[src/core/rlc_pkg.sv]
package rlc_pkg;

    // ----------------------------------------------------------------
    // Register offsets
    // ----------------------------------------------------------------
    localparam logic [7:0] OFS_SWING = 8'h25; // Lane B3 swing control
    localparam logic [7:0] OFS_DEEMPH = 8'h26; // Lane B3 de-emphasis and status
    localparam logic [7:0] OFS_IDLE_TH = 8'h27; // Lane B3 idle thresholds
    localparam logic [7:0] OFS_SD_CTL = 8'h28; // Shared signal-detect control
    localparam logic [7:0] OFS_RSVD_A = 8'h29; // Reserved, read/write
    localparam logic [7:0] OFS_RSVD_B = 8'h2a; // Reserved, read/write
    localparam logic [7:0] OFS_A0_IDLE = 8'h2b; // Lane A0 idle and receiver detect

    // ----------------------------------------------------------------
    // Reset values
    // ----------------------------------------------------------------
    localparam logic [7:0] RST_SWING = 8'had;
    localparam logic [7:0] RST_DEEMPH = 8'h02;
    localparam logic [7:0] RST_IDLE_TH = 8'h00;
    localparam logic [7:0] RST_SD_CTL = 8'h0c;
    localparam logic [7:0] RST_RSVD = 8'h00;
    localparam logic [7:0] RST_A0_IDLE = 8'h00;

    // ----------------------------------------------------------------
    // Writable bits, and the bits the configuration memory may load
    // ----------------------------------------------------------------
    localparam logic [7:0] WMASK_ALL = 8'hff;
    localparam logic [7:0] WMASK_DEEMPH = 8'h1f; // Bits 7:5 are status
    localparam logic [7:0] EMASK_SWING = 8'hff;
    localparam logic [7:0] EMASK_DEEMPH = 8'h07;
    localparam logic [7:0] EMASK_IDLE_TH = 8'h8f;
    localparam logic [7:0] EMASK_SD_CTL = 8'h7f;
    localparam logic [7:0] EMASK_RSVD = 8'h00;
    localparam logic [7:0] EMASK_A0_IDLE = 8'h3c;

    // ----------------------------------------------------------------
    // Field positions
    // ----------------------------------------------------------------
    localparam int BIT_SHORT_PROT = 7;
    localparam int BIT_RATE_SEL = 6;
    localparam int BIT_RX_PRESENT = 7;
    localparam int LSB_SPEED = 5;
    localparam int LSB_LEVEL = 0; // Swing, de-emphasis fields [2:0]
    localparam int LSB_IDLE_ASSERT = 2;
    localparam int LSB_IDLE_DEASSERT = 0;
    localparam int BIT_SD_HIGH_LO = 5; // Lanes 0-3, lanes 4-7 one below
    localparam int BIT_SD_FAST_LO = 3;
    localparam int BIT_SD_GAIN_LO = 1;
    localparam int BIT_IDLE_MANUAL = 5;
    localparam int BIT_IDLE_MUTE = 4;
    localparam int LSB_RX_SENSE_MODE = 2;

    // ----------------------------------------------------------------
    // Receiver-detect timing
    // ----------------------------------------------------------------
    localparam int CLK_MHZ = 250;
    localparam int PROBE_PERIOD_MS = 12;
    localparam int PROBE_PERIOD_CYC = PROBE_PERIOD_MS * CLK_MHZ * 1000;
    localparam int PROBE_MAX_TRIES = 50;

    // Receiver-detect modes
    localparam logic [1:0] RX_SENSE_HIZ = 2'h0;
    localparam logic [1:0] RX_SENSE_LIMITED = 2'h1;
    localparam logic [1:0] RX_SENSE_ENDLESS = 2'h2;
    localparam logic [1:0] RX_SENSE_TERM50 = 2'h3;

    // Register access request (management bus or configuration load)
    typedef struct packed {
        logic wr; // One-cycle write strobe
        logic ee; // Write comes from configuration memory
        logic [7:0] addr;
        logic [7:0] data;
    } rlc_req_s;

    // Control fields presented to the analog lanes
    typedef struct packed {
        logic short_prot_en;
        logic rate_gen12;
        logic [2:0] output_swing_level;
        logic [2:0] output_deemphasis_level;
        logic [1:0] idle_assert_sel;
        logic [1:0] idle_deassert_sel;
        logic [1:0] sd_high_range; // [1] lanes 0-3, [0] lanes 4-7
        logic [1:0] sd_fast;
        logic [1:0] sd_low_gain;
    } rlc_lane_ctl_s;

endpackage

[src/core/rlc_lane_regs.sv]
`timescale 1ns/100ps
// What this block does
// - Swing bit 7 enables output short protection.
// - Swing bit 6 set selects gen 1/2.
// - Swing bits 2:0 select level, default 101.
// - De-emphasis bit 7 reads receiver presence.
// - De-emphasis bits 6:5 read detected speed.
// - De-emphasis bits 2:0 select level, default 010.
// - Idle bits 3:2 set assert threshold.
// - Idle bits 1:0 set deassert threshold.
// - Bits 5/4 enable high signal-detect range.
// - Bits 3/2 enable fast signal detect.
// - Bits 1/0 enable reduced signal-detect gain.
// - Lane A0 bit 5 picks manual idle.
// - Manual bit 4 mutes lane output.
// - Bits 3:2 pick receiver-detect termination mode.
module rlc_lane_regs #(
    parameter int PROBE_PERIOD_CYC = rlc_pkg::PROBE_PERIOD_CYC,
    parameter int PROBE_MAX_TRIES = rlc_pkg::PROBE_MAX_TRIES
) (
    input wire logic ref_clk,
    input wire logic sys_rst,
    input rlc_pkg::rlc_req_s req, // Register write request
    input wire logic [7:0] rd_addr, // Register read address
    output logic [7:0] rd_data, // Read data, one cycle after rd_addr
    input wire logic rx_present, // Lane B3 far-end receiver found
    input wire logic [1:0] speed_detect_result, // Lane B3 detected speed
    input wire logic a0_auto_idle, // Lane A0 automatic idle verdict
    input wire logic a0_rx_seen, // Lane A0 probe answered
    output rlc_pkg::rlc_lane_ctl_s lane_b3_ctl, // Lane B3 analog controls
    output logic a0_mute, // Lane A0 output in electrical idle
    output logic a0_probe, // Lane A0 receiver-detect probe pulse
    output logic a0_term_50 // Lane A0 input terminated 50 ohm
);

    // ----------------------------------------------------------------
    // Storage
    // ----------------------------------------------------------------
    logic [7:0] swing_reg; // Swing control
    logic [7:0] deemph_reg; // De-emphasis, low writable bits only
    logic [7:0] idle_th_reg; // Idle thresholds
    logic [7:0] sd_ctl_reg; // Signal-detect control
    logic [7:0] rsvd_a_reg; // Reserved storage
    logic [7:0] rsvd_b_reg; // Reserved storage
    logic [7:0] a0_idle_reg; // Lane A0 idle / receiver detect
    logic [7:0] rd_next; // Read mux
    logic [7:0] deemph_view; // De-emphasis with live status

    // Merge a write into a register under the allowed bit mask
    function automatic logic [7:0] merge(input logic [7:0] cur, input logic [7:0] wdat,
                                         input logic [7:0] wmask, input logic [7:0] emask,
                                         input logic from_mem);
        logic [7:0] m;
        m = from_mem ? (wmask & emask) : wmask;
        return (cur & ~m) | (wdat & m);
    endfunction

    // Write strobe for one offset
    function automatic logic hit(input rlc_pkg::rlc_req_s r, input logic [7:0] ofs);
        return r.wr && (r.addr == ofs);
    endfunction

    // ----------------------------------------------------------------
    // Lane B3 swing register
    // ----------------------------------------------------------------
    always_ff @(posedge ref_clk or posedge sys_rst) begin
        if (sys_rst) begin
            swing_reg <= rlc_pkg::RST_SWING;
        end else if (hit(req, rlc_pkg::OFS_SWING)) begin
            // Reserved bits stored as written; software keeps 101
            swing_reg <= merge(swing_reg, req.data, rlc_pkg::WMASK_ALL,
                               rlc_pkg::EMASK_SWING, req.ee);
        end
    end

    // ----------------------------------------------------------------
    // Lane B3 de-emphasis register
    // ----------------------------------------------------------------
    always_ff @(posedge ref_clk or posedge sys_rst) begin
        if (sys_rst) begin
            deemph_reg <= rlc_pkg::RST_DEEMPH;
        end else if (hit(req, rlc_pkg::OFS_DEEMPH)) begin
            // Status bits are never stored
            deemph_reg <= merge(deemph_reg, req.data, rlc_pkg::WMASK_DEEMPH,
                                rlc_pkg::EMASK_DEEMPH, req.ee);
        end
    end

    // ----------------------------------------------------------------
    // Lane B3 idle threshold register
    // ----------------------------------------------------------------
    always_ff @(posedge ref_clk or posedge sys_rst) begin
        if (sys_rst) begin
            idle_th_reg <= rlc_pkg::RST_IDLE_TH;
        end else if (hit(req, rlc_pkg::OFS_IDLE_TH)) begin
            idle_th_reg <= merge(idle_th_reg, req.data, rlc_pkg::WMASK_ALL,
                                 rlc_pkg::EMASK_IDLE_TH, req.ee);
        end
    end

    // ----------------------------------------------------------------
    // Shared signal-detect control register
    // ----------------------------------------------------------------
    always_ff @(posedge ref_clk or posedge sys_rst) begin
        if (sys_rst) begin
            sd_ctl_reg <= rlc_pkg::RST_SD_CTL;
        end else if (hit(req, rlc_pkg::OFS_SD_CTL)) begin
            sd_ctl_reg <= merge(sd_ctl_reg, req.data, rlc_pkg::WMASK_ALL,
                                rlc_pkg::EMASK_SD_CTL, req.ee);
        end
    end

    // ----------------------------------------------------------------
    // Reserved registers, plain storage
    // ----------------------------------------------------------------
    always_ff @(posedge ref_clk or posedge sys_rst) begin
        if (sys_rst) begin
            rsvd_a_reg <= rlc_pkg::RST_RSVD;
            rsvd_b_reg <= rlc_pkg::RST_RSVD;
        end else begin
            if (hit(req, rlc_pkg::OFS_RSVD_A)) begin
                rsvd_a_reg <= merge(rsvd_a_reg, req.data, rlc_pkg::WMASK_ALL,
                                    rlc_pkg::EMASK_RSVD, req.ee);
            end
            if (hit(req, rlc_pkg::OFS_RSVD_B)) begin
                rsvd_b_reg <= merge(rsvd_b_reg, req.data, rlc_pkg::WMASK_ALL,
                                    rlc_pkg::EMASK_RSVD, req.ee);
            end
        end
    end

    // ----------------------------------------------------------------
    // Lane A0 idle / receiver-detect register
    // ----------------------------------------------------------------
    always_ff @(posedge ref_clk or posedge sys_rst) begin
        if (sys_rst) begin
            a0_idle_reg <= rlc_pkg::RST_A0_IDLE;
        end else if (hit(req, rlc_pkg::OFS_A0_IDLE)) begin
            a0_idle_reg <= merge(a0_idle_reg, req.data, rlc_pkg::WMASK_ALL,
                                 rlc_pkg::EMASK_A0_IDLE, req.ee);
        end
    end

    // ----------------------------------------------------------------
    // Read path
    // ----------------------------------------------------------------
    // Live status overlays the stored de-emphasis bits
    assign deemph_view = {rx_present, speed_detect_result, deemph_reg[4:0]};

    always_comb begin
        case (rd_addr)
            rlc_pkg::OFS_SWING: rd_next = swing_reg;
            rlc_pkg::OFS_DEEMPH: rd_next = deemph_view;
            rlc_pkg::OFS_IDLE_TH: rd_next = idle_th_reg;
            rlc_pkg::OFS_SD_CTL: rd_next = sd_ctl_reg;
            rlc_pkg::OFS_RSVD_A: rd_next = rsvd_a_reg;
            rlc_pkg::OFS_RSVD_B: rd_next = rsvd_b_reg;
            rlc_pkg::OFS_A0_IDLE: rd_next = a0_idle_reg;
            default: rd_next = 8'h00; // Unmapped offsets read zero
        endcase
    end

    // Registered read data
    always_ff @(posedge ref_clk or posedge sys_rst) begin
        if (sys_rst) begin
            rd_data <= 8'h00;
        end else begin
            rd_data <= rd_next;
        end
    end

    // ----------------------------------------------------------------
    // Lane controls
    // ----------------------------------------------------------------
    // Fields drive the lanes straight from the registers
    always_comb begin
        lane_b3_ctl.short_prot_en = swing_reg[rlc_pkg::BIT_SHORT_PROT];
        lane_b3_ctl.rate_gen12 = swing_reg[rlc_pkg::BIT_RATE_SEL];
        lane_b3_ctl.output_swing_level = swing_reg[rlc_pkg::LSB_LEVEL +: 3];
        lane_b3_ctl.output_deemphasis_level = deemph_reg[rlc_pkg::LSB_LEVEL +: 3];
        lane_b3_ctl.idle_assert_sel = idle_th_reg[rlc_pkg::LSB_IDLE_ASSERT +: 2];
        lane_b3_ctl.idle_deassert_sel = idle_th_reg[rlc_pkg::LSB_IDLE_DEASSERT +: 2];
        lane_b3_ctl.sd_high_range = sd_ctl_reg[rlc_pkg::BIT_SD_HIGH_LO -: 2];
        lane_b3_ctl.sd_fast = sd_ctl_reg[rlc_pkg::BIT_SD_FAST_LO -: 2];
        lane_b3_ctl.sd_low_gain = sd_ctl_reg[rlc_pkg::BIT_SD_GAIN_LO -: 2];
    end

    // Manual mute only when manual idle is selected
    assign a0_mute = a0_idle_reg[rlc_pkg::BIT_IDLE_MANUAL]
                     ? a0_idle_reg[rlc_pkg::BIT_IDLE_MUTE]
                     : a0_auto_idle;

    // Lane A0 receiver-detect sequencer
    rlc_rx_probe #(
        .PERIOD_CYC(PROBE_PERIOD_CYC),
        .MAX_TRIES(PROBE_MAX_TRIES)
    ) u_probe (
        .ref_clk(ref_clk),
        .sys_rst(sys_rst),
        .mode(a0_idle_reg[rlc_pkg::LSB_RX_SENSE_MODE +: 2]),
        .rx_seen(a0_rx_seen),
        .probe(a0_probe),
        .term_50(a0_term_50)
    );

    // ----------------------------------------------------------------
    // Checks
    // ----------------------------------------------------------------
    property p_short_prot;
        @(posedge ref_clk) disable iff (sys_rst)
        (hit(req, rlc_pkg::OFS_SWING) && !req.ee) |=> lane_b3_ctl.short_prot_en == $past(req.data[7]);
    endproperty
    a_short_prot: assert property (p_short_prot) else $error("short protect not updated");

    property p_rate_sel;
        @(posedge ref_clk) disable iff (sys_rst)
        (hit(req, rlc_pkg::OFS_SWING) && !req.ee) |=> lane_b3_ctl.rate_gen12 == $past(req.data[6]);
    endproperty
    a_rate_sel: assert property (p_rate_sel) else $error("rate select not updated");

    property p_swing_level;
        @(posedge ref_clk) disable iff (sys_rst)
        hit(req, rlc_pkg::OFS_SWING) |=> lane_b3_ctl.output_swing_level == $past(req.data[2:0]);
    endproperty
    a_swing_level: assert property (p_swing_level) else $error("swing level wrong");

    property p_status_read;
        @(posedge ref_clk) disable iff (sys_rst)
        (rd_addr == rlc_pkg::OFS_DEEMPH) |=> rd_data[7:5] == $past({rx_present, speed_detect_result});
    endproperty
    a_status_read: assert property (p_status_read) else $error("status bits wrong");

    property p_deemph_level;
        @(posedge ref_clk) disable iff (sys_rst)
        hit(req, rlc_pkg::OFS_DEEMPH) |=> lane_b3_ctl.output_deemphasis_level == $past(req.data[2:0]);
    endproperty
    a_deemph_level: assert property (p_deemph_level) else $error("de-emphasis wrong");

    property p_idle_thresh;
        @(posedge ref_clk) disable iff (sys_rst)
        hit(req, rlc_pkg::OFS_IDLE_TH)
            |=> {lane_b3_ctl.idle_assert_sel, lane_b3_ctl.idle_deassert_sel} == $past(req.data[3:0]);
    endproperty
    a_idle_thresh: assert property (p_idle_thresh) else $error("idle threshold wrong");

    property p_sd_ctl;
        @(posedge ref_clk) disable iff (sys_rst)
        hit(req, rlc_pkg::OFS_SD_CTL) |=> {lane_b3_ctl.sd_high_range, lane_b3_ctl.sd_fast,
                                           lane_b3_ctl.sd_low_gain} == $past(req.data[5:0]);
    endproperty
    a_sd_ctl: assert property (p_sd_ctl) else $error("signal detect ctl wrong");

    property p_mute_sel;
        @(posedge ref_clk) disable iff (sys_rst)
        (hit(req, rlc_pkg::OFS_A0_IDLE) && !req.ee && req.data[5])
            |=> a0_mute == $past(req.data[4]);
    endproperty
    a_mute_sel: assert property (p_mute_sel) else $error("manual mute ignored");

    property p_reset_vals;
        @(posedge ref_clk) $fell(sys_rst)
            |-> swing_reg == rlc_pkg::RST_SWING && sd_ctl_reg == rlc_pkg::RST_SD_CTL;
    endproperty
    a_reset_vals: assert property (p_reset_vals) else $error("reset value wrong");

endmodule // rlc_lane_regs

[src/core/rlc_rx_probe.sv]
`timescale 1ns/100ps
module rlc_rx_probe #(
    parameter int PERIOD_CYC = rlc_pkg::PROBE_PERIOD_CYC,
    parameter int MAX_TRIES = rlc_pkg::PROBE_MAX_TRIES
) (
    input wire logic ref_clk,
    input wire logic sys_rst,
    input wire logic [1:0] mode, // Receiver-detect mode field
    input wire logic rx_seen, // Far end answered the current probe
    output logic probe, // One-cycle probe pulse
    output logic term_50 // Input termination 50 ohm when high
);

    // ----------------------------------------------------------------
    // State
    // ----------------------------------------------------------------
    typedef enum logic [2:0] {ST_HIZ, ST_SEARCH, ST_FOUND, ST_GAVE_UP, ST_FIXED} rlc_probe_e;

    localparam int TW = $clog2(PERIOD_CYC + 1);
    localparam logic [TW-1:0] TIMER_LAST = TW'(PERIOD_CYC - 1);
    localparam logic [6:0] TRIES_MAX = 7'(MAX_TRIES);

    rlc_probe_e state_reg; // Detection state
    logic [1:0] mode_reg; // Mode seen last cycle
    logic [TW-1:0] timer_reg; // Probe interval
    logic [6:0] tries_reg; // Probes sent in this search
    logic fire; // Interval elapsed while searching

    assign fire = (state_reg == ST_SEARCH) && (timer_reg == TIMER_LAST);
    assign probe = fire;
    assign term_50 = (state_reg == ST_FOUND) || (state_reg == ST_FIXED);

    // ----------------------------------------------------------------
    // Mode tracking and state machine
    // ----------------------------------------------------------------
    always_ff @(posedge ref_clk or posedge sys_rst) begin
        if (sys_rst) begin
            mode_reg <= 2'h0;
            state_reg <= ST_HIZ;
        end else begin
            mode_reg <= mode;
            if (mode != mode_reg) begin
                // A change to mode 01 or 10 restarts the search; 00 and 11 go to fixed states
                case (mode)
                    rlc_pkg::RX_SENSE_TERM50: state_reg <= ST_FIXED;
                    rlc_pkg::RX_SENSE_HIZ: state_reg <= ST_HIZ;
                    default: state_reg <= ST_SEARCH;
                endcase
            end else begin
                case (state_reg)
                    ST_SEARCH: begin
                        if (fire && rx_seen) begin
                            state_reg <= ST_FOUND;
                        end else if (fire && mode == rlc_pkg::RX_SENSE_LIMITED
                                     && tries_reg == TRIES_MAX - 7'h01) begin
                            state_reg <= ST_GAVE_UP;
                        end
                    end
                    default: state_reg <= state_reg;
                endcase
            end
        end
    end

    // ----------------------------------------------------------------
    // Interval timer and probe count
    // ----------------------------------------------------------------
    always_ff @(posedge ref_clk or posedge sys_rst) begin
        if (sys_rst) begin
            timer_reg <= '0;
            tries_reg <= 7'h00;
        end else if (mode != mode_reg || state_reg != ST_SEARCH) begin
            timer_reg <= '0;
            tries_reg <= 7'h00;
        end else if (fire) begin
            timer_reg <= '0;
            tries_reg <= (tries_reg == 7'h7f) ? tries_reg : tries_reg + 7'h01;
        end else begin
            timer_reg <= timer_reg + TW'(1);
        end
    end

    // ----------------------------------------------------------------
    // Checks
    // ----------------------------------------------------------------
    property p_limit_tries;
        @(posedge ref_clk) disable iff (sys_rst)
        // Skip the change cycle: an endless search may leave a high count
        (mode == rlc_pkg::RX_SENSE_LIMITED && mode == mode_reg) |-> (tries_reg <= TRIES_MAX);
    endproperty
    a_limit_tries: assert property (p_limit_tries) else $error("too many probes");

    property p_fixed_term;
        @(posedge ref_clk) disable iff (sys_rst)
        (mode == rlc_pkg::RX_SENSE_TERM50) [*2] |-> term_50 && !probe;
    endproperty
    a_fixed_term: assert property (p_fixed_term) else $error("mode 11 not 50 ohm");

    property p_found_term;
        @(posedge ref_clk) disable iff (sys_rst)
        (probe && rx_seen && mode == $past(mode) && mode == mode_reg)
            ##1 (mode == mode_reg) |-> term_50;
    endproperty
    a_found_term: assert property (p_found_term) else $error("detect not terminated");

endmodule // rlc_rx_probe

[config.mk]
export PLATFORM = sky130hd
export DESIGN_NAME = rlc_lane_regs
export DESIGN_NICKNAME = d
export VERILOG_FILES = /design/src/core/rlc_pkg.sv /design/src/core/rlc_lane_regs.sv /design/src/core/rlc_rx_probe.sv
export SDC_FILE = /design/constraint.sdc
export NUM_CORES = 1
export LEC_CHECK = 0
export ABC_CLOCK_PERIOD_IN_PS = 3620
export BUFFER_PORTS_ARGS = -buffer_cell sky130_fd_sc_hd__buf_2
export CAP_MARGIN = 20
export CELL_PAD_IN_SITES_DETAIL_PLACEMENT = 1
export CELL_PAD_IN_SITES_GLOBAL_PLACEMENT = 1
export CORE_MARGIN = 2
export CORE_UTILIZATION = 46
export DETAILED_ROUTE_END_ITERATION = 8
export PLACE_DENSITY_LB_ADDON = 0.1
export SKIP_LAST_GASP = 1
export SLEW_MARGIN = 10
export SYNTH_ARGS = -nofsm -noshare
export SYNTH_HDL_FRONTEND = slang
export SYNTH_SLANG_ARGS = --single-unit
[constraint.sdc]
create_clock -name ref_clk -period 3.62 [get_ports ref_clk]
set_input_delay 0.905 -clock ref_clk [delete_from_list [all_inputs] [get_ports ref_clk]]
set_output_delay 0.905 -clock ref_clk [all_outputs]
set_load 0.005 [all_outputs]
==> results.tsv, run 1 <==
stage	metric	value	unit
status	outcome	finished clean	
floorplanning	chip width	104.8	um
detailed_routing	antenna-violating nets left	0	
placed_design	port bufs	61	
detailed_routing	total wire length	10.93	mm
yosys	Synth Warn #	0	
power_and_ir_drop	leakage	2.391	nW
clock_network	TritonCTS clock tree	done	
finish	filler cell count	1082	
power_and_ir_drop	Comb power frac	8.4	%
clock_network	post_cts resized	0	
detailed_routing	Via Count	3282	
detailed_routing	DRC viols	0	
min_path	Hold Path Class	reg2reg	
grt	vias in the first global route	3635	
power_and_ir_drop	switching pwr	0.0005132	W
floorplanning	cell row count	36	
placed_design	hpwl dp	7.735	mm
yosys	cell with the most instances after synthesis	dfrtp_1	
worst_setup_path	critical path type	reg2out	
detailed_routing	initial detailed-routing violation count	123	
worst_setup_path	Arr. time, crit path	2.12	ns
timing	final worst path period share	83.65	%
detailed_routing	routed vias/inst	5.563	
grt	first-pass GRT wire length	18.64	mm
grt	pin count of the biggest net entering global routing	65	
power_and_ir_drop	pwr dens	397.0	nW/um^2
clock_network	clock tree sinks	95	
worst_setup_path	CP required	2.71	ns
timing	Setup Skew	0.01066	ns
yosys	largest cells by area after synthesis	dfrtp_1, mux2_2, dfstp_2	
clock_network	clk buf depth	2	
clock_network	hold buffer count at CTS	0	
detailed_routing	drt wl/cell	18.52	um
timing	fmax	330.3	MHz
timing	Final min period	3.028	ns
power_and_ir_drop	sequential power share	53.9	%
timing	TNS Setup	0	ns
power_and_ir_drop	Internal	0.001558	W
yosys	Mapped Area	4672	sq um
detailed_routing	1st-pass router iterations	4	
timing	Max Slew Vio Count	0	
clock_network	clock root buffer	clkbuf_8	
worst_setup_path	crit path capture type	output pin	
finish	synth-to-layout area growth	11.68	%
worst_setup_path	Worst setup SP type	flip-flop	
timing	final hold vios	0	
power_and_ir_drop	Clock power frac	37.7	%
placed_design	post-placement setup slack	0.7157	ns
clock_network	later-pin clock latency in the skew report	0.37	ns
yosys	sequential share of the synthesized area	51.10	%
timing	Setup Viol. Count Final	0	
clock_network	Num CTS Buffers	9	
floorplanning	Initial Util	47.58	%
yosys	Cells after Synth	408	
finish	nets	490	
clock_network	Post-CTS Setup Inserts	0	
floorplanning	Die Ht	104.8	um
timing	Worst Max-Slew Pin Slew	0.9676	ns
worst_setup_path	CP max FO	9	
grt	All-Layer GR Usage	21.51	%
floorplanning	die area	10980	sq um
yosys	syn_area_per_cell	11.45	sq um
yosys	area leader, netlist	dfrtp_1	
grt	GR Overflow Total	0	
flow_run	max_cap viols	0	
grt	initial antenna violation count	0	
clock_network	H-tree lvl count	3	
yosys	Yosys cell types	53	
floorplanning	IO Pins	62	
floorplanning	core area	9819	sq um
finish	sequential cell area	2387	sq um
worst_setup_path	CP startpoint	u_probe.timer_reg[0]	
power_and_ir_drop	VDD IR max	172.5	uV
finish	multi-input logic area	2074	sq um
power_and_ir_drop	switching share of power	24.78	%
min_path	WHS Path Cells	1	
yosys	Yosys top cell area share	46.60	%
finish	share of layout cells above drive strength 1	36.11	%
finish	n_diodes	0	
timing	RSZ-0062 raised after global routing	no	
yosys	most common library cells after synthesis	dfrtp_1, mux2_2, nor2_1	
yosys	Post-synth EDFFs	0	
placed_design	RD Place Congestion	0.8223	
worst_setup_path	r2r setup slk	1.42	ns
yosys	syn nets	446	
timing	worst setup margin	0.5920	ns
worst_setup_path	R2R cell count	5	
yosys	Top FF cell, synth	dfrtp_1	
yosys	number of synthesized register bits	95	
timing	Slew Limit Headroom	34.90	%
yosys	asr flop ratio synth	100.0	%
worst_setup_path	r2r startpoint	u_probe.timer_reg[6]	
worst_setup_path	r2r endpoint	u_probe.timer_reg[21]	
clock_network	Worst-path clk slew	0.09	ns
==> worst max-delay path by stage <==
stage / endpoint / slack (ns)
finish: a0_probe / 0.59
detailed placement: flip-flop / 0.72
global placement: flip-flop / 0.84
global route: a0_probe / 0.45
floorplan: async pin / 0.25
CTS: a0_probe / 0.57
==> power by group through the flow <==
stage | registers, W | logic (W) | clock network, W
after floorplan | 0.00113 | 0.000120 | 0
after global placement | 0.00113 | 0.000174 | 0
after detailed placement | 0.00114 | 0.000178 | 0
after CTS | 0.00112 | 0.000179 | 0.000807
after global routing | 0.00112 | 0.000197 | 0.000841
final | 0.00112 | 0.000174 | 0.000781
==> cell type report <==
cell class                 instances  area share (%)
sequential                        95           45.76
multi-input combinational        276           39.76
clock buffer                      10           2.446
timing repair buffer              65           6.667
tap                              133           3.189
clock inverter                     6           1.775
inverter                           5          0.4077
==> routing by layer <==
| layer | vias to the layer above | routed length [um] | part of all wire [%] | track usage, % |
|---|---|---|---|---|
| met1 | 1678 | 4648 | 43 | 26.00 |
| met2 | 58 | 5687 | 52 | 38.08 |
| li1 | 1524 | - | - | - |
| met4 | 0 | 247 | 2.3 | 7.714 |
| met5 | - | 0 | 0 | 0 |
| met3 | 22 | 345 | 3.2 | 4.180 |
==> worst max-delay path: stages, from the launching register on <==
cell and delay (ns):
dfrtp_1 0.42, ha_1 0.24, and4_2 0.31, and3_1 0.24
and3_1 0.37, buf_2 0.18
==> layout by cell type, fill, tap and decap left out, types with 3 or more instances in the layout <==
| cell type | count |
|---|---|
| or3_1 | 3 |
| xor2_1 | 15 |
| nor3_1 | 3 |
| buf_4 | 3 |
| a31oi_1 | 3 |
| inv_1 | 4 |
| nor2b_1 | 7 |
| nor3b_1 | 6 |
| dfrtp_1 | 87 |
| dfstp_2 | 8 |
| a22oi_1 | 9 |
| mux2_2 | 60 |
| nand2_1 | 28 |
| clkbuf_8 | 9 |
| and3_1 | 4 |
| buf_2 | 61 |
| xnor2_1 | 9 |
| nand3_1 | 13 |
| mux4_2 | 3 |
| a22o_1 | 3 |
| nor2_1 | 40 |
| ha_1 | 5 |
| a21oi_1 | 6 |
| nand3b_1 | 4 |
| nand4_1 | 9 |
| o21ai_0 | 11 |
==> per-stage QoR <==
step | cell area [sq um] | util [%] | power (W) | instances | hold WS, ns
after CTS | 5218 | 53.13 | 0.002102 | 590 | 0.5132
final | 5218 | 53.13 | 0.002071 | 590 | 0.5107
after global placement | 4997 | 50.89 | 0.001308 | 574 | 0.4827
after detailed placement | 4997 | 50.89 | 0.001315 | 574 | 0.4870
after global routing | 5218 | 53.13 | 0.002159 | 590 | 0.5353
after floorplan | 4672 | - | 0.001249 | 408 | 0.4473
==> cell families (layout without fill, tap and decap cells) <==
logic type / count (synthesis) / in the layout / share of synthesized area [%]
buf+inv: 37 / 86 / 4.499
flops: 95 / 95 / 51.10
compound gates: 44 / 44 / 6.347
mux: 65 / 65 / 16.34
fa+ha+maj: 5 / 5 / 1.339
xor+xnor: 24 / 24 / 4.499
simple gates: 138 / 138 / 15.88
(Power assumes the default switching activity.)
==> run 2, diff against run 1 <==
--- a/config.mk
+++ b/config.mk
@@ -5,13 +5,14 @@
 export SDC_FILE = /design/constraint.sdc
 export NUM_CORES = 1
 export LEC_CHECK = 0
-export ABC_CLOCK_PERIOD_IN_PS = 3620
+export ABC_AREA = 1
+export ABC_CLOCK_PERIOD_IN_PS = 2890
 export BUFFER_PORTS_ARGS = -buffer_cell sky130_fd_sc_hd__buf_2
 export CAP_MARGIN = 20
 export CELL_PAD_IN_SITES_DETAIL_PLACEMENT = 1
 export CELL_PAD_IN_SITES_GLOBAL_PLACEMENT = 1
 export CORE_MARGIN = 2
-export CORE_UTILIZATION = 46
+export CORE_UTILIZATION = 43
 export DETAILED_ROUTE_END_ITERATION = 8
 export PLACE_DENSITY_LB_ADDON = 0.1
 export SKIP_LAST_GASP = 1
==> constraint.sdc (replaced) <==
create_clock -name ref_clk -period 2.89 [get_ports ref_clk]
set_input_delay 0.7225 -clock ref_clk [delete_from_list [all_inputs] [get_ports ref_clk]]
set_output_delay 0.7225 -clock ref_clk [all_outputs]
set_load 0.005 [all_outputs]
==> results.tsv, run 2 <==
stage	metric	value	unit	change
worst_setup_path	Arr. time, crit path	1.73	ns	was 2.12 ns
power_and_ir_drop	leakage	2.664	nW	was 2.391 nW
clock_network	clock root buffer	clkbuf_16		was clkbuf_8
grt	first-pass GRT wire length	23.32	mm	was 18.64 mm
power_and_ir_drop	VDD IR max	261.6	uV	was 172.5 uV
timing	Slew Limit Headroom	59.54	%	was 34.90%
timing	fmax	407.8	MHz	
finish	share of layout cells above drive strength 1	20.59	%	was 36.11%
yosys	sequential share of the synthesized area	47.22	%	was 51.10%
floorplanning	IO Pins	62		unchanged
placed_design	post-placement setup slack	0.7609	ns	was 0.7157 ns
timing	Max Slew Vio Count	0		unchanged
clock_network	later-pin clock latency in the skew report	0.35	ns	was 0.37 ns
finish	commonest non-fill, non-tap cells in the layout	nand2_1, dfrtp_1, nor2_1, buf_2, nand3_1		was dfrtp_1, buf_2, mux2_2, nor2_1, nand2_1
yosys	syn_area_per_cell	8.116	sq um	was 11.45 sq um
floorplanning	chip width	112.4	um	was 104.8 um
clock_network	clock tree sinks	95		unchanged
floorplanning	core area	11470	sq um	was 9819 sq um
grt	initial antenna violation count	0		unchanged
yosys	syn nets	661		was 446
timing	Worst Max-Slew Pin Slew	0.6036	ns	was 0.9676 ns
flow_run	max_cap viols	0		unchanged
yosys	Yosys top cell area share	43.06	%	was 46.60%
detailed_routing	routed vias/inst	5.224		was 5.563
timing	final worst path period share	84.86	%	
clock_network	hold buffer count at CTS	0		unchanged
timing	worst setup margin	0.4377	ns	was 0.5920 ns
floorplanning	die area	12640	sq um	was 10,980 sq um
detailed_routing	initial detailed-routing violation count	171		was 123
detailed_routing	antenna-violating nets left	0		unchanged
finish	nets	708		was 490
timing	Setup Viol. Count Final	0		unchanged
clock_network	H-tree lvl count	3		unchanged
yosys	Cells after Synth	623		was 408
timing	Setup Skew	0.009314	ns	was 0.01066 ns
finish	commonest non-fill, non-tap cell in the layout	nand2_1		was dfrtp_1
min_path	Hold Path Class	in2async		was reg2reg
yosys	Top FF cell, synth	dfrtp_1		unchanged
clock_network	clk buf depth	2		unchanged
placed_design	RD Place Congestion	0.8713		was 0.8223
grt	All-Layer GR Usage	23.57	%	was 21.51%
yosys	Mapped Area	5056	sq um	was 4672 sq um
status	outcome	finished clean		unchanged
worst_setup_path	crit path capture type	output pin		unchanged
clock_network	post_cts resized	0		unchanged
worst_setup_path	r2r setup slk	1.02	ns	was 1.42 ns
clock_network	Worst-path clk slew	0.07	ns	was 0.09 ns
placed_design	hpwl dp	10.56	mm	was 7.735 mm
timing	Final min period	2.452	ns	
worst_setup_path	r2r startpoint	u_probe.timer_reg[0]		was u_probe.timer_reg[6]
yosys	Synth Warn #	0		unchanged
yosys	largest cells by area after synthesis	dfrtp_1, nand2_1, nand3_1		was dfrtp_1, mux2_2, dfstp_2
detailed_routing	DRC viols	0		unchanged
worst_setup_path	CP required	2.17	ns	was 2.71 ns
floorplanning	Die Ht	112.4	um	was 104.8 um
clock_network	Num CTS Buffers	9		unchanged
finish	filler cell count	1449		was 1,082
timing	TNS Setup	0	ns	unchanged
worst_setup_path	CP max FO	6		was 9
detailed_routing	total wire length	13.85	mm	was 10.93 mm
worst_setup_path	R2R cell count	8		was 5
finish	post-layout util	49.24	%	was 53.13%
yosys	area leader, netlist	dfrtp_1		unchanged
clock_network	TritonCTS clock tree	done		unchanged
worst_setup_path	CP startpoint	u_probe.timer_reg[0]		unchanged
grt	vias in the first global route	4674		was 3,635
detailed_routing	Via Count	4273		was 3,282
yosys	most common library cells after synthesis	nand2_1, dfrtp_1, nor2_1		was dfrtp_1, mux2_2, nor2_1
yosys	Yosys cell types	39		was 53
clock_network	Post-CTS Setup Inserts	0		unchanged
timing	RSZ-0062 raised after global routing	no		unchanged
floorplanning	Initial Util	44.09	%	was 47.58%
yosys	number of synthesized register bits	95		unchanged
timing	final hold vios	0		unchanged
yosys	cell with the most instances after synthesis	nand2_1		was dfrtp_1
detailed_routing	drt wl/cell	16.93	um	was 18.52 um
floorplanning	cell row count	39		was 36
finish	design area	5647	sq um	was 5218 sq um
worst_setup_path	r2r endpoint	u_probe.timer_reg[16]		was u_probe.timer_reg[21]
grt	GR Overflow Total	0		unchanged
worst_setup_path	Worst setup SP type	flip-flop		unchanged
grt	pin count of the biggest net entering global routing	43		was 65
power_and_ir_drop	Total Power	0.003018	W	was 0.002071 W
worst_setup_path	critical path type	reg2out		unchanged
yosys	Post-synth EDFFs	0		unchanged
placed_design	Placement Cell Area	5380	sq um	was 4997 sq um
yosys	asr flop ratio synth	100.0	%	unchanged
placed_design	port bufs	61		unchanged
detailed_routing	1st-pass router iterations	4		unchanged
finish	synth-to-layout area growth	11.68	%	about the same
power_and_ir_drop	pwr dens	534.4	nW/um^2	was 397.0 nW/um^2
finish	n_diodes	0		unchanged
run 2: cell types whose count changed after synthesis, moves of 24 or more:
cell     delta
inv_1      +37
o21ai_1    +24
nand3_1    +45
nand2_1   +146
mux2_2     -59
nor2_1     +27
run 2: worst max-delay path by stage:
stage / slack [ns] / end
2_1_floorplan: 1.05 / async pin
3_5_place_dp: 0.76 / flip-flop
3_3_place_gp: 0.82 / flip-flop
5_1_grt: 0.27 / a0_probe
4_1_cts: 0.42 / a0_probe
6_report: 0.44 / a0_probe
run 2: cell type report:
type                            instances  area [sq um]  area share [%]
Timing Repair Buffer                   65         347.8           6.160
Multi-Input combinational cell        451          2282           40.42
Tap cell                              143         178.9           3.169
Clock buffer                           11         232.7           4.121
Clock inverter                          5         33.78          0.5983
Sequential cell                        95          2387           42.28
Inverter                               48         183.9           3.257
run 2: cells by family after synthesis:
| logic type | after synthesis | share of synthesized area (%) |
|---|---|---|
| simple gates | 366 | 33.88 |
| flops | 95 | 47.22 |
| buf+inv | 77 | 7.647 |
| compound gates | 66 | 7.548 |
| xor+xnor | 13 | 2.252 |
| fa+ha+maj | 5 | 1.237 |
| mux | 1 | 0.2227 |
run 2: metal layers:
layer  GRT usage (%)  up-vias  routed length (um)
li1                -     2094                   -
met1           26.69     2089                5676
met2           44.70       69                7547
met3           2.970       21                 291
met4           9.431        0                 333
met5               0        -                   0
run 2: critical path, stage by stage (launching register included):
cell,delay (ns)
dfrtp_1,0.45
ha_1,0.26
nand3_2,0.17
nor2_1,0.16
and2_1,0.21
buf_2,0.14
run 2: where the power goes:
group / leakage, nW / switching [W] / internal, W / total [W]
registers: 1.29 / 0.0000637 / 0.00140 / 0.00146
logic: 1.25 / 0.000308 / 0.000145 / 0.000453
clock network: 0.126 / 0.000519 / 0.000584 / 0.00110
run 2: stage by stage:
step / hold slack, ns / std cells
after floorplan: 0.4533 / 623
after global placement: 0.4664 / 802
after detailed placement: 0.4739 / 802
after CTS: 0.4298 / 818
after global routing: 0.4576 / 818
final: 0.4198 / 818
==> run 3, diff against run 2 <==
--- a/config.mk
+++ b/config.mk
@@ -5,14 +5,14 @@
 export SDC_FILE = /design/constraint.sdc
 export NUM_CORES = 1
 export LEC_CHECK = 0
-export ABC_AREA = 1
-export ABC_CLOCK_PERIOD_IN_PS = 2890
+export ABC_AREA = 0
+export ABC_CLOCK_PERIOD_IN_PS = 2490
 export BUFFER_PORTS_ARGS = -buffer_cell sky130_fd_sc_hd__buf_2
 export CAP_MARGIN = 20
 export CELL_PAD_IN_SITES_DETAIL_PLACEMENT = 1
 export CELL_PAD_IN_SITES_GLOBAL_PLACEMENT = 1
 export CORE_MARGIN = 2
-export CORE_UTILIZATION = 43
+export CORE_UTILIZATION = 46
 export DETAILED_ROUTE_END_ITERATION = 8
 export PLACE_DENSITY_LB_ADDON = 0.1
 export SKIP_LAST_GASP = 1
==> constraint.sdc (replaced) <==
create_clock -name ref_clk -period 2.49 [get_ports ref_clk]
set_input_delay 0.6225 -clock ref_clk [delete_from_list [all_inputs] [get_ports ref_clk]]
set_output_delay 0.6225 -clock ref_clk [all_outputs]
set_load 0.005 [all_outputs]
==> results.tsv, run 3 (synthesized netlist as in run 1, its figures left out) <==
stage	metric	value	unit	change
worst_setup_path	worst stage delay on the critical path	0.56	ns	was 0.45 ns
worst_setup_path	Arr. time, crit path	1.81	ns	was 1.73 ns
timing	Setup Skew	0.008641	ns	was 0.009314 ns
power_and_ir_drop	Total Power	0.002861	W	was 0.003018 W
clock_network	TritonCTS clock tree	done		unchanged
timing	Setup Viol. Count Final	0		unchanged
timing	fmax	410.9	MHz	
worst_setup_path	CP max FO	2		was 6
status	outcome	finished clean		unchanged
floorplanning	Initial Util	47.58	%	was 44.09%
worst_setup_path	CP required	1.87	ns	was 2.17 ns
worst_setup_path	r2r endpoint	u_probe.tries_reg[5]		was u_probe.timer_reg[16]
clock_network	clock tree sinks	95		unchanged
finish	commonest non-fill, non-tap cell in the layout	dfrtp_1		was nand2_1
clock_network	H-tree lvl count	3		unchanged
grt	GR Overflow Total	0		unchanged
placed_design	RD Place Congestion	0.8093		was 0.8713
worst_setup_path	critical path type	reg2out		unchanged
worst_setup_path	Slowest-stage cell, CP	or4b_4		was dfrtp_1
grt	All-Layer GR Usage	21.48	%	was 23.57%
power_and_ir_drop	leakage	2.471	nW	was 2.664 nW
finish	commonest non-fill, non-tap cells in the layout	dfrtp_1, buf_2, mux2_2, nor2_1, nand2_1		was nand2_1, dfrtp_1, nor2_1, buf_2, nand3_1
detailed_routing	1st-pass router iterations	5		was 4
floorplanning	IO Pins	62		unchanged
clock_network	Num CTS Buffers	9		unchanged
grt	first-pass GRT wire length	18.40	mm	was 23.32 mm
worst_setup_path	R2R cell count	5		was 8
power_and_ir_drop	pwr dens	535.3	nW/um^2	was 534.4 nW/um^2
finish	share of layout cells above drive strength 1	40.04	%	was 20.59%
detailed_routing	routed vias/inst	5.446		was 5.224
clock_network	Worst-path clk slew	0.10	ns	was 0.07 ns
grt	pin count of the biggest net entering global routing	96		was 43
clock_network	clk buf depth	2		unchanged
min_path	Hold Path Class	in2async		unchanged
timing	final hold vios	0		unchanged
detailed_routing	total wire length	11.19	mm	was 13.85 mm
floorplanning	die area	10980	sq um	was 12,640 sq um
clock_network	later-pin clock latency in the skew report	0.37	ns	was 0.35 ns
worst_setup_path	crit path capture type	output pin		unchanged
timing	Max Slew Vio Count	0		unchanged
finish	synth-to-layout area growth	14.41	%	was 11.68%
finish	n_diodes	0		unchanged
timing	final worst path period share	97.74	%	
detailed_routing	drt wl/cell	18.35	um	was 16.93 um
timing	Worst Max-Slew Pin Slew	0.5138	ns	was 0.6036 ns
floorplanning	cell row count	36		was 39
clock_network	clock root buffer	clkbuf_8		was clkbuf_16
flow_run	max_cap viols	0		unchanged
worst_setup_path	critical-path cell list	or4b_4 -> nor3_2 -> and3_1 -> buf_2		was ha_1 -> nand3_2 -> nor2_1 -> and2_1 -> buf_2
floorplanning	Die Ht	104.8	um	was 112.4 um
worst_setup_path	CP startpoint	u_probe.timer_reg[6]		was u_probe.timer_reg[0]
detailed_routing	antenna-violating nets left	0		unchanged
grt	vias in the first global route	3476		was 4,674
detailed_routing	initial detailed-routing violation count	107		was 171
worst_setup_path	r2r setup slk	0.31	ns	was 1.02 ns
clock_network	hold buffer count at CTS	0		unchanged
worst_setup_path	r2r startpoint	u_probe.timer_reg[6]		was u_probe.timer_reg[0]
worst_setup_path	Worst setup SP type	flip-flop		unchanged
detailed_routing	DRC viols	0		unchanged
timing	TNS Setup	0	ns	unchanged
power_and_ir_drop	VDD IR max	273.5	uV	was 261.6 uV
placed_design	hpwl dp	8.047	mm	was 10.56 mm
floorplanning	core area	9819	sq um	was 11,470 sq um
detailed_routing	Via Count	3322		was 4,273
floorplanning	chip width	104.8	um	was 112.4 um
timing	Final min period	2.434	ns	
placed_design	port bufs	61		unchanged
finish	nets	510		was 708
timing	Slew Limit Headroom	65.26	%	was 59.54%
grt	initial antenna violation count	0		unchanged
## run 3: timing repair
action                                 4_1_cts  5_1_grt
setup endpoints to repair                    1        1
gates resized for setup                      1        5
endpoints found under the hold margin        0        0
pin swaps                                    0        2
setup buffers                                2        3
## run 3: worst max-delay path by stage
stage,endpoint,slack (ns)
after global routing,a0_probe,-0.01
after floorplan,flip-flop,0.25
final,a0_probe,0.06
after CTS,a0_probe,0.01
after global placement,flip-flop,0.22
after detailed placement,sd_ctl_reg[6],0.11
## run 3: per-layer routing
metal	GRT usage [%]	part of all wire, %	vias up
li1	-	-	1569
met1	28.12	44	1686
met2	36.46	51	53
met3	2.495	2.7	14
met4	8.476	1.8	0
met5	0	0	-
## run 3: area by class of cell
cell class	count	area, sq um
multi-input combinational	276	2088
tap	133	166.4
inverter	5	22.52
fill	1107	4474
clock inverter	7	56.30
sequential	95	2390
clock buffer	9	123.9
timing repair buffer	85	498.0
## run 3: critical path, delay by kind of cell (launching register included)
family                 cells  cell delay (ns)
DFF                        1             0.41
buffers and inverters      1             0.12
and+or+nand+nor            3             0.92
## run 3: where the power goes
part	total (W)	internal, W	leakage, nW	switching, W
Combinational	0.000269	0.000114	1.09	0.000155
Clock	0.000971	0.000376	0.0906	0.000595
Sequential	0.00162	0.00159	1.29	0.0000320
## run 3: per-stage QoR
step	utilization (%)	area [sq um]	hold WS (ns)	instances	setup slack (ns)
global route	54.43	5345	0.3964	610	-0.01390
finish	54.43	5345	0.3616	610	0.05635
floorplan	-	4676	0.4473	408	0.2515
detailed placement	52.05	5111	0.4900	589	0.1068
global placement	52.05	5111	0.4817	589	0.2197
CTS	54.06	5309	0.3899	607	0.01049
